`src/rtl/tmc_defines.svh`:
```
// Register offsets, field positions, reset values and counts of the timer
`ifndef TMC_DEFINES_SVH
`define TMC_DEFINES_SVH

// Word-aligned byte offsets on the Wishbone bus
`define TMC_OFS_CTRL_A      8'h00
`define TMC_OFS_CTRL_B      8'h04
`define TMC_OFS_COUNT       8'h08
`define TMC_OFS_CMP_A       8'h0c
`define TMC_OFS_CMP_B       8'h10
`define TMC_OFS_STATUS      8'h14
`define TMC_OFS_MASK        8'h18
`define TMC_OFS_PORT        8'h1c

// Fields of timer_control_a
`define TMC_A_ACT_HI        7
`define TMC_A_ACT_LO        6
`define TMC_B_ACT_HI        5
`define TMC_B_ACT_LO        4
`define TMC_MODE_LO_HI      1
`define TMC_MODE_LO_LO      0
`define TMC_CTRL_A_WMASK    8'hf3

// Fields of timer_control_b
`define TMC_MODE_HI_BIT     3
`define TMC_CLK_SEL_HI      2
`define TMC_CLK_SEL_LO      0
`define TMC_CTRL_B_WMASK    8'h0f

// Status and mask bits
`define TMC_ST_OVF          0
`define TMC_ST_MATCH_A      1
`define TMC_ST_MATCH_B      2
`define TMC_ST_WMASK        8'h07

// Port register bits: direction and plain port level
`define TMC_PORT_DIR_A      0
`define TMC_PORT_DIR_B      1
`define TMC_PORT_DAT_A      2
`define TMC_PORT_DAT_B      3
`define TMC_PORT_WMASK      8'h0f

// Counter limits and reset values
`define TMC_MAX             8'hff
`define TMC_BOTTOM          8'h00
`define TMC_RST_BYTE        8'h00

`endif

```
`src/rtl/tmc_pkg.sv`:
```
// Types shared by the timer compare-output control block
`default_nettype none

package tmc_pkg;

    // Waveform family selected by the three mode bits
    typedef enum logic [1:0] {
        WV_NORMAL = 2'b00,
        WV_CTC    = 2'b01,
        WV_FAST   = 2'b11,
        WV_PHASE  = 2'b10
    } tmc_wave_e;

    // Decoded mode
    typedef struct packed {
        tmc_wave_e wave;
        logic      top_is_a;
    } tmc_mode_s;

    // Whole state of the timer block
    typedef struct packed {
        logic [7:0]  ctrl_a;
        logic [7:0]  ctrl_b;
        logic [7:0]  count;
        logic        count_up;
        logic        blk;
        logic [7:0]  cmp_a_buf;
        logic [7:0]  cmp_b_buf;
        logic [7:0]  cmp_a_act;
        logic [7:0]  cmp_b_act;
        logic [7:0]  status;
        logic [7:0]  mask;
        logic [7:0]  port;
        logic        oc_a;
        logic        oc_b;
        logic        pin_a;
        logic        pin_b;
        logic        oe_a;
        logic        oe_b;
        logic        irq;
        logic        ack;
        logic [31:0] rdata;
    } tmc_state_s;

endpackage

`default_nettype wire

```
`src/rtl/tmc_timer.sv`:
```
// 8-bit timer with compare-output mode control and a Wishbone register slave
//
// The Wishbone interface to the registers and the register addresses were chosen for this implementation.
`timescale 1ns/1ps
`default_nettype none
`include "tmc_defines.svh"

module tmc_timer
(
    input  wire logic        clk_i,
    input  wire logic        rst_i,
    input  wire logic        wb_cyc_i,
    input  wire logic        wb_stb_i,
    input  wire logic        wb_we_i,
    input  wire logic [7:0]  wb_adr_i,
    input  wire logic [3:0]  wb_sel_i,
    input  wire logic [31:0] wb_dat_i,
    output logic      [31:0] wb_dat_o,
    output logic             wb_ack_o,
    output logic             irq_o,
    output logic             compare_out_a_pin_o,
    output logic             compare_out_a_pin_oe_o,
    output logic             compare_out_b_pin_o,
    output logic             compare_out_b_pin_oe_o
);

    ////////////////////////////////////////////////////////////////////////////
    // Functions

    // Mode decode from the three mode bits
    function automatic tmc_pkg::tmc_mode_s decode_mode(input logic [2:0] sel);
        tmc_pkg::tmc_mode_s m;
        m.top_is_a = 1'b0;
        m.wave     = tmc_pkg::WV_NORMAL;
        unique case (sel)
            3'h1:
            begin
                m.wave = tmc_pkg::WV_PHASE;
            end
            3'h2:
            begin
                m.wave     = tmc_pkg::WV_CTC;
                m.top_is_a = 1'b1;
            end
            3'h3:
            begin
                m.wave = tmc_pkg::WV_FAST;
            end
            3'h5:
            begin
                m.wave     = tmc_pkg::WV_PHASE;
                m.top_is_a = 1'b1;
            end
            3'h7:
            begin
                m.wave     = tmc_pkg::WV_FAST;
                m.top_is_a = 1'b1;
            end
            default:
            begin
                m.wave = tmc_pkg::WV_NORMAL; // Modes 0, 4 and 6 count as normal
            end
        endcase
        return m;
    endfunction

    // Next compare output level of one channel
    function automatic logic wave_next(
        input logic               oc,
        input logic [1:0]         act,
        input tmc_pkg::tmc_wave_e wave,
        input logic               mode_hi,
        input logic               chan_a,
        input logic               match,
        input logic               cmp_is_top,
        input logic               up,
        input logic               wrap,
        input logic               at_top
    );
        logic nx;
        logic hit;
        nx  = oc;
        hit = match & ~(act[1] & cmp_is_top);
        if (wave == tmc_pkg::WV_NORMAL || wave == tmc_pkg::WV_CTC)
        begin
            if (match)
            begin
                unique case (act)
                    2'b01:   nx = ~oc;
                    2'b10:   nx = 1'b0;
                    2'b11:   nx = 1'b1;
                    default: nx = oc;
                endcase
            end
        end
        else if (act == 2'b01)
        begin
            if (chan_a && mode_hi && match)
            begin
                nx = ~oc;
            end
        end
        else if (act[1] && wave == tmc_pkg::WV_FAST)
        begin
            if (wrap)
            begin
                nx = ~act[0];
            end
            else if (hit)
            begin
                nx = act[0];
            end
        end
        else if (act[1])
        begin
            if (cmp_is_top && at_top)
            begin
                nx = ~act[0];
            end
            else if (hit)
            begin
                nx = up ? act[0] : ~act[0];
            end
        end
        return nx;
    endfunction

    // Pin ownership: waveform only for a live action code
    function automatic logic pin_owned(input logic [1:0] act, input logic chan_a,
                                       input tmc_pkg::tmc_wave_e wave, input logic mode_hi);
        logic own;
        own = (act != 2'b00);
        if (act == 2'b01 && (wave == tmc_pkg::WV_FAST || wave == tmc_pkg::WV_PHASE))
        begin
            own = chan_a & mode_hi;
        end
        return own;
    endfunction

    ////////////////////////////////////////////////////////////////////////////
    // State

    tmc_pkg::tmc_state_s st_r;
    tmc_pkg::tmc_state_s st_nxt;

    ////////////////////////////////////////////////////////////////////////////
    // Next-state logic

    // Bus, counter, compare units, flags and pins
    always_comb
    begin
        tmc_pkg::tmc_mode_s mode;
        logic       run;
        logic [7:0] top;
        logic       at_top;
        logic       wrap;
        logic       match_a;
        logic       match_b;
        logic       ovf;
        logic       acc;
        logic       wr;
        logic [7:0] wd;
        logic [7:0] clr;
        logic [7:0] ev;
        logic [1:0] act_a;
        logic [1:0] act_b;
        logic       mode_hi;

        st_nxt  = st_r;
        mode    = decode_mode({st_r.ctrl_b[`TMC_MODE_HI_BIT],
                               st_r.ctrl_a[`TMC_MODE_LO_HI:`TMC_MODE_LO_LO]});
        mode_hi = st_r.ctrl_b[`TMC_MODE_HI_BIT];
        act_a   = st_r.ctrl_a[`TMC_A_ACT_HI:`TMC_A_ACT_LO];
        act_b   = st_r.ctrl_a[`TMC_B_ACT_HI:`TMC_B_ACT_LO];
        run     = (st_r.ctrl_b[`TMC_CLK_SEL_HI:`TMC_CLK_SEL_LO] != 3'h0);
        top     = mode.top_is_a ? st_r.cmp_a_act : `TMC_MAX;
        at_top  = (st_r.count == top);
        wrap    = run & at_top & (mode.wave == tmc_pkg::WV_FAST);
        match_a = run & ~st_r.blk & (st_r.count == st_r.cmp_a_act);
        match_b = run & ~st_r.blk & (st_r.count == st_r.cmp_b_act);
        ovf     = 1'b0;
        acc     = wb_cyc_i & wb_stb_i;
        wr      = acc & wb_we_i & st_r.ack & wb_sel_i[0];
        wd      = wb_dat_i[7:0];
        clr     = 8'h00;
        ev      = 8'h00;
        st_nxt.blk = 1'b0;

        // Counter sequence per waveform family
        if (run)
        begin
            unique case (mode.wave)
                tmc_pkg::WV_FAST:
                begin
                    st_nxt.count = at_top ? `TMC_BOTTOM : st_r.count + 8'h01;
                    ovf = mode.top_is_a ? at_top : (st_r.count == `TMC_MAX);
                end
                tmc_pkg::WV_PHASE:
                begin
                    if (st_r.count_up)
                    begin
                        st_nxt.count_up = ~at_top;
                        st_nxt.count    = at_top ? st_r.count - 8'h01
                                                 : st_r.count + 8'h01;
                    end
                    else
                    begin
                        st_nxt.count_up = (st_r.count == `TMC_BOTTOM);
                        st_nxt.count    = st_nxt.count_up ? st_r.count + 8'h01
                                                          : st_r.count - 8'h01;
                        ovf = (st_r.count == `TMC_BOTTOM);
                    end
                end
                tmc_pkg::WV_CTC:
                begin
                    st_nxt.count = at_top ? `TMC_BOTTOM : st_r.count + 8'h01;
                    ovf = (st_r.count == `TMC_MAX);
                end
                default:
                begin
                    st_nxt.count = st_r.count + 8'h01;
                    ovf = (st_r.count == `TMC_MAX);
                end
            endcase
        end

        // Compare register update moment
        unique case (mode.wave)
            tmc_pkg::WV_FAST:
            begin
                if (wrap)
                begin
                    st_nxt.cmp_a_act = st_r.cmp_a_buf;
                    st_nxt.cmp_b_act = st_r.cmp_b_buf;
                end
            end
            tmc_pkg::WV_PHASE:
            begin
                if (run && at_top && st_r.count_up)
                begin
                    st_nxt.cmp_a_act = st_r.cmp_a_buf;
                    st_nxt.cmp_b_act = st_r.cmp_b_buf;
                end
            end
            default:
            begin
                st_nxt.cmp_a_act = st_r.cmp_a_buf;
                st_nxt.cmp_b_act = st_r.cmp_b_buf;
            end
        endcase

        // Waveform generators
        st_nxt.oc_a = wave_next(st_r.oc_a, act_a, mode.wave, mode_hi, 1'b1, match_a,
                                st_r.cmp_a_act == top, st_r.count_up, wrap,
                                run & at_top);
        st_nxt.oc_b = wave_next(st_r.oc_b, act_b, mode.wave, mode_hi, 1'b0, match_b,
                                st_r.cmp_b_act == top, st_r.count_up, wrap,
                                run & at_top);

        // Wishbone classic slave: ack one cycle after the request
        st_nxt.ack   = acc & ~st_r.ack;
        st_nxt.rdata = 32'h0000_0000;
        if (acc && !st_r.ack && !wb_we_i)
        begin
            unique case (wb_adr_i)
                `TMC_OFS_CTRL_A: st_nxt.rdata[7:0] = st_r.ctrl_a & `TMC_CTRL_A_WMASK;
                `TMC_OFS_CTRL_B: st_nxt.rdata[7:0] = st_r.ctrl_b;
                `TMC_OFS_COUNT:  st_nxt.rdata[7:0] = st_r.count;
                `TMC_OFS_CMP_A:  st_nxt.rdata[7:0] = st_r.cmp_a_buf;
                `TMC_OFS_CMP_B:  st_nxt.rdata[7:0] = st_r.cmp_b_buf;
                `TMC_OFS_STATUS: st_nxt.rdata[7:0] = st_r.status;
                `TMC_OFS_MASK:   st_nxt.rdata[7:0] = st_r.mask;
                `TMC_OFS_PORT:   st_nxt.rdata[7:0] = st_r.port;
                default:         st_nxt.rdata      = 32'h0000_0000;
            endcase
        end

        // Register writes on the edge the master sees ack
        if (wr)
        begin
            unique case (wb_adr_i)
                `TMC_OFS_CTRL_A: st_nxt.ctrl_a = wd & `TMC_CTRL_A_WMASK;
                `TMC_OFS_CTRL_B: st_nxt.ctrl_b = wd & `TMC_CTRL_B_WMASK;
                `TMC_OFS_COUNT:
                begin
                    st_nxt.count = wd;
                    st_nxt.blk   = 1'b1; // Written count blocks the next match
                end
                `TMC_OFS_CMP_A:  st_nxt.cmp_a_buf = wd;
                `TMC_OFS_CMP_B:  st_nxt.cmp_b_buf = wd;
                `TMC_OFS_STATUS: clr = wd & `TMC_ST_WMASK;
                `TMC_OFS_MASK:   st_nxt.mask = wd & `TMC_ST_WMASK;
                `TMC_OFS_PORT:   st_nxt.port = wd & `TMC_PORT_WMASK;
                default:         clr = 8'h00;
            endcase
        end

        // Sticky flags: a new event wins over a clear in the same cycle
        ev[`TMC_ST_OVF]     = ovf;
        ev[`TMC_ST_MATCH_A] = match_a;
        ev[`TMC_ST_MATCH_B] = match_b;
        st_nxt.status = (st_r.status & ~clr) | ev;
        st_nxt.irq    = |(st_nxt.status & st_nxt.mask);

        // Pin mux: waveform when owned, else plain port level
        st_nxt.pin_a = pin_owned(act_a, 1'b1, mode.wave, mode_hi)
                       ? st_nxt.oc_a : st_nxt.port[`TMC_PORT_DAT_A];
        st_nxt.pin_b = pin_owned(act_b, 1'b0, mode.wave, mode_hi)
                       ? st_nxt.oc_b : st_nxt.port[`TMC_PORT_DAT_B];
        st_nxt.oe_a  = st_nxt.port[`TMC_PORT_DIR_A];
        st_nxt.oe_b  = st_nxt.port[`TMC_PORT_DIR_B];
    end

    ////////////////////////////////////////////////////////////////////////////
    // State register

    // Synchronous reset clears everything; counter starts counting up
    always_ff @(posedge clk_i)
    begin
        if (rst_i)
        begin
            st_r          <= '0;
            st_r.count_up <= 1'b1;
        end
        else
        begin
            st_r <= st_nxt;
        end
    end

    ////////////////////////////////////////////////////////////////////////////
    // Outputs straight from the state flops

    assign wb_dat_o               = st_r.rdata;
    assign wb_ack_o               = st_r.ack;
    assign irq_o                  = st_r.irq;
    assign compare_out_a_pin_o    = st_r.pin_a;
    assign compare_out_a_pin_oe_o = st_r.oe_a;
    assign compare_out_b_pin_o    = st_r.pin_b;
    assign compare_out_b_pin_oe_o = st_r.oe_b;

endmodule

`default_nettype wire
```
`config.mk`:
```
export PLATFORM = sky130hd
export DESIGN_NAME = tmc_timer
export DESIGN_NICKNAME = d
export VERILOG_FILES = /design/src/rtl/tmc_pkg.sv /design/src/rtl/tmc_timer.sv
export VERILOG_INCLUDE_DIRS = /design/src /design/src/rtl
export SDC_FILE = /design/constraint.sdc
export NUM_CORES = 1
export LEC_CHECK = 0
export ABC_AREA = 1
export BUFFER_PORTS_ARGS = -buffer_cell sky130_fd_sc_hd__buf_2
export CAP_MARGIN = 10
export CORE_ASPECT_RATIO = 1.4
export CORE_MARGIN = 4
export CORE_UTILIZATION = 42
export CTS_CLUSTER_DIAMETER = 80
export DETAILED_ROUTE_END_ITERATION = 8
export PLACE_DENSITY = 0.68
export SLEW_MARGIN = 20
export SYNTH_ARGS = -nofsm -noshare
export SYNTH_HDL_FRONTEND = slang
export SYNTH_SLANG_ARGS = --single-unit
```
`constraint.sdc`:
```
create_clock -name clk_i -period 3.1 [get_ports clk_i]
set_input_delay 0.155 -clock clk_i [delete_from_list [all_inputs] [get_ports clk_i]]
set_output_delay 0.155 -clock clk_i [all_outputs]
set_load 0.1 [all_outputs]
```
==> run metrics <==
dominant synthesized flop cell=dfxtp_1; top-level port count=87; number of instances in the placed design=884; cell area power density=412.4 nW/µm²; Worst Skew=roughly 0.0048 ns; share of flip-flops with an asynchronous set or reset=0; deepest clock path buffer count=2; post-layout worst setup margin=0.5706 ns; area of the die=around 13000 µm²; number of buffers created by CTS=9; wire per inst=approximately 16 µm; Net count, final=between 800 and 900; IO buf count=35; path type of the worst min-delay path=input pin to flip-flop; top sig layer=met4; antenna violations before repair=0; setup slack at placement=just over 0.6 ns; Detail Route met2 WL=between 7 and 8 mm; Final setup violation count=0; Die Y-Extent=roughly 130 µm; starting density of the core=0.4361; Routed met1 length=5.447 mm; sequential cell area fraction in the yosys report=0.3177; library cell used as clock root buffer=clkbuf_16; Final Non-Filler Cells=900; Final Critical Period=2.529 ns; critical path launch point type=flip-flop; Area Overhead vs Synth=8.362%; Detail Route met3 WL=~860 µm; reg-to-reg endpoint=st_r[70]$_SDFFE_PP0P_; half-perimeter wire length after placement=roughly 11 mm; Worst Max-Slew Pin Slew=a little over 0.6 ns; highest achievable clock rate=~0.4 GHz; fraction of layout cells with a size suffix above 1=0.1120; clock slew seen by the registers of the worst setup and hold paths=approximately 0.060 ns; Crit Reg-Reg Startpoint=st_r[109]$_SDFFE_PP0P_; kind of critical path=flip-flop to flip-flop; pin count of the biggest net entering global routing=between 50 and 60; min-delay src=wb_stb_i; die width=98.24 µm; routed via count=4788; maximum fanout count along the critical path=30; number of flops mapped to enable cells by yosys=0; Reg2Reg Setup Slack=around 0.57 ns; Arr. time, crit path=~2.7 ns; worst reg-to-reg path cell count=15; sort of element at the end of the critical path=flip-flop; placed cell area=around 5000 µm²; overflow left after global routing=0; final-report max-slew violation count=0; Total Routing Usage GR=0.2158; synthesized area divided by synthesized cell count=6.541 µm²; antenna diode count=0; worst vdd ir=0.3338 mV; count of max-cap constraint violations=0; Clk Latency, worst-skew pair=roughly 0.34 ns; clock tree from TritonCTS=done; post-route cell area=slightly above 5000 µm²; wire length of the first global-routing pass=between 20 and 25 mm; worst hold slack after final layout=between 0.08 and 0.09 ns; Tcrit/Tclk final=0.8159; # DRC=0; antenna-violating nets left=0; Fin. Hold Viols=0; commonest non-fill, non-tap cells in the layout=nand2_1 (152), inv_1 (85), nor2_1 (84); count of hold-fix buffers inserted at cts=0; # clock sinks=76; result of the run=completed; number of placement rows=45; total wire length after detailed routing=approximately 14 mm; post-CTS resize count=0; number of vias per cell after detailed routing=~5.3; number of search-and-repair iterations in the first detailed-routing pass=5; core box area=about 11000 µm²; maximum level of the CTS H-tree=3; final estimated routing congestion in global placement=around 0.94; hold path endpoint=wb_ack_o$_SDFF_PP0_; leading cell type in the layout, fill and taps excluded=nand2_1; total leakage power=about 2.2 nW; RSZ-0062 raised after global routing=no; remaining max-slew budget at the tightest pin=0.5960; Critical Path RT=around 3.3 ns; hold-critical path depth=3; number of synthesized register bits=76; DRT iter0 DRCs=between 300 and 400; postcts setup bufs=0; setup tns final=0 ns; Ys Warns=0; Netlist cell types=43; netlist area before placement=4788 µm²; cells after synthesis=approximately 730; via count of the first global-routing pass=4334
==> cells by family after synthesis <==
logic type | after synthesis | share of synthesized area
compound gates | 164 | 0.1905
xor+xnor | 22 | 0.04024
fa+ha+maj | 2 | 0.005225
buf+inv | 147 | 0.1510
flops | 76 | 0.3177
other cells | 1 | 0.0007832
simple gates | 320 | 0.2945
==> worst max-delay path by stage <==
stage / startpoint / end / slack (ns)
global route: st_r[114]$_SDFFE_PP0P_ / st_r[68]$_SDFFE_PP0P_ / 0.38
CTS: st_r[109]$_SDFFE_PP0P_ / st_r[70]$_SDFFE_PP0P_ / 0.60
floorplan: wb_ack_o$_SDFF_PP0_ / irq_o$_SDFF_PP0_ / 0.92
global placement: st_r[109]$_SDFFE_PP0P_ / st_r[71]$_SDFFE_PP0P_ / 0.68
finish: st_r[109]$_SDFFE_PP0P_ / st_r[70]$_SDFFE_PP0P_ / 0.57
detailed placement: st_r[114]$_SDFFE_PP0P_ / st_r[70]$_SDFFE_PP0P_ / 0.61
==> where the power goes <==
group | total [W] | internal [W] | switching, W
clock network | 0.000974 | 0.000548 | 0.000425
registers | 0.000978 | 0.000977 | 0.000000428
logic | 0.000189 | 0.0000173 | 0.000172
total | 0.00214 | 0.00154 | 0.000597
==> layer usage <==
| layer | up-vias | global-route usage |
|---|---|---|
| met4 | 0 | 0.1427 |
| met5 | - | 0 |
| li1 | 2385 | - |
| met2 | 213 | 0.3841 |
| met3 | 62 | 0.03434 |
| met1 | 2128 | 0.2340 |
==> cell usage after synthesis, types with 2 or more instances <==
library cell,count,area [µm²]
nand2_1,152,570.6
inv_1,85,319.1
nor2_1,84,315.3
dfxtp_1,76,1521
o21ai_0,62,310.3
a21oi_1,53,265.3
nand3_1,36,180.2
buf_4,32,240.2
xor2_1,19,166.4
o21ai_1,18,90.09
nand4_1,12,75.07
nor3_1,12,60.06
clkbuf_1,11,41.29
buf_2,7,35.03
a211oi_1,6,45.04
a221oi_1,6,52.55
a41oi_1,5,43.79
inv_2,5,18.77
buf_6,4,45.04
nand2_2,4,25.02
nand2_4,4,45.04
nand3_2,4,40.04
a22oi_1,3,22.52
nor2_4,3,33.78
xnor2_1,3,26.28
a21oi_2,2,17.52
a31oi_1,2,12.51
ha_1,2,25.02
nand3b_1,2,15.01
nor4_1,2,12.51
o211ai_1,2,15.01
o22ai_1,2,12.51
or2_2,2,12.51
==> metrics by stage <==
step	util	power [W]
floorplan	-	0.001178
global placement	0.4474	0.001186
detailed placement	0.4474	0.001187
CTS	0.4726	0.002151
global route	0.4726	0.002208
finish	0.4726	0.002140
==> flip-flops by register name (all words and copies together), names as in the netlist <==
name / count
st_r: 64
wb_ack_o: 1
compare_out_a_pin_o: 1
irq_o: 1
wb_dat_o: 8
compare_out_b_pin_o: 1
==> cell type report <==
type | count | area, µm²
Clock buffer | 10 | 229.0
Timing Repair Buffer | 44 | 242.7
Inverter | 91 | 341.6
Clock inverter | 6 | 47.55
Tap cell | 141 | 176.4
Fill cell | 1121 | 5791
Sequential cell | 76 | 1521
Multi-Input combinational cell | 532 | 2630
==> worst max-delay path, stage by stage (launching register included) <==
cell     delay [ns]
dfxtp_1        0.48
nand2_1        0.14
nand2_4        0.26
nand2_1        0.15
nand2_1        0.08
nand2_1        0.05
inv_1          0.07
nand2_1        0.09
nor2_4         0.18
nand3_2        0.11
inv_1          0.07
o21ai_1        0.05
nand2_1        0.14
inv_2          0.22
o21ai_1        0.23
a21oi_1        0.06
Note: power is estimated with default switching activity, not from simulation.
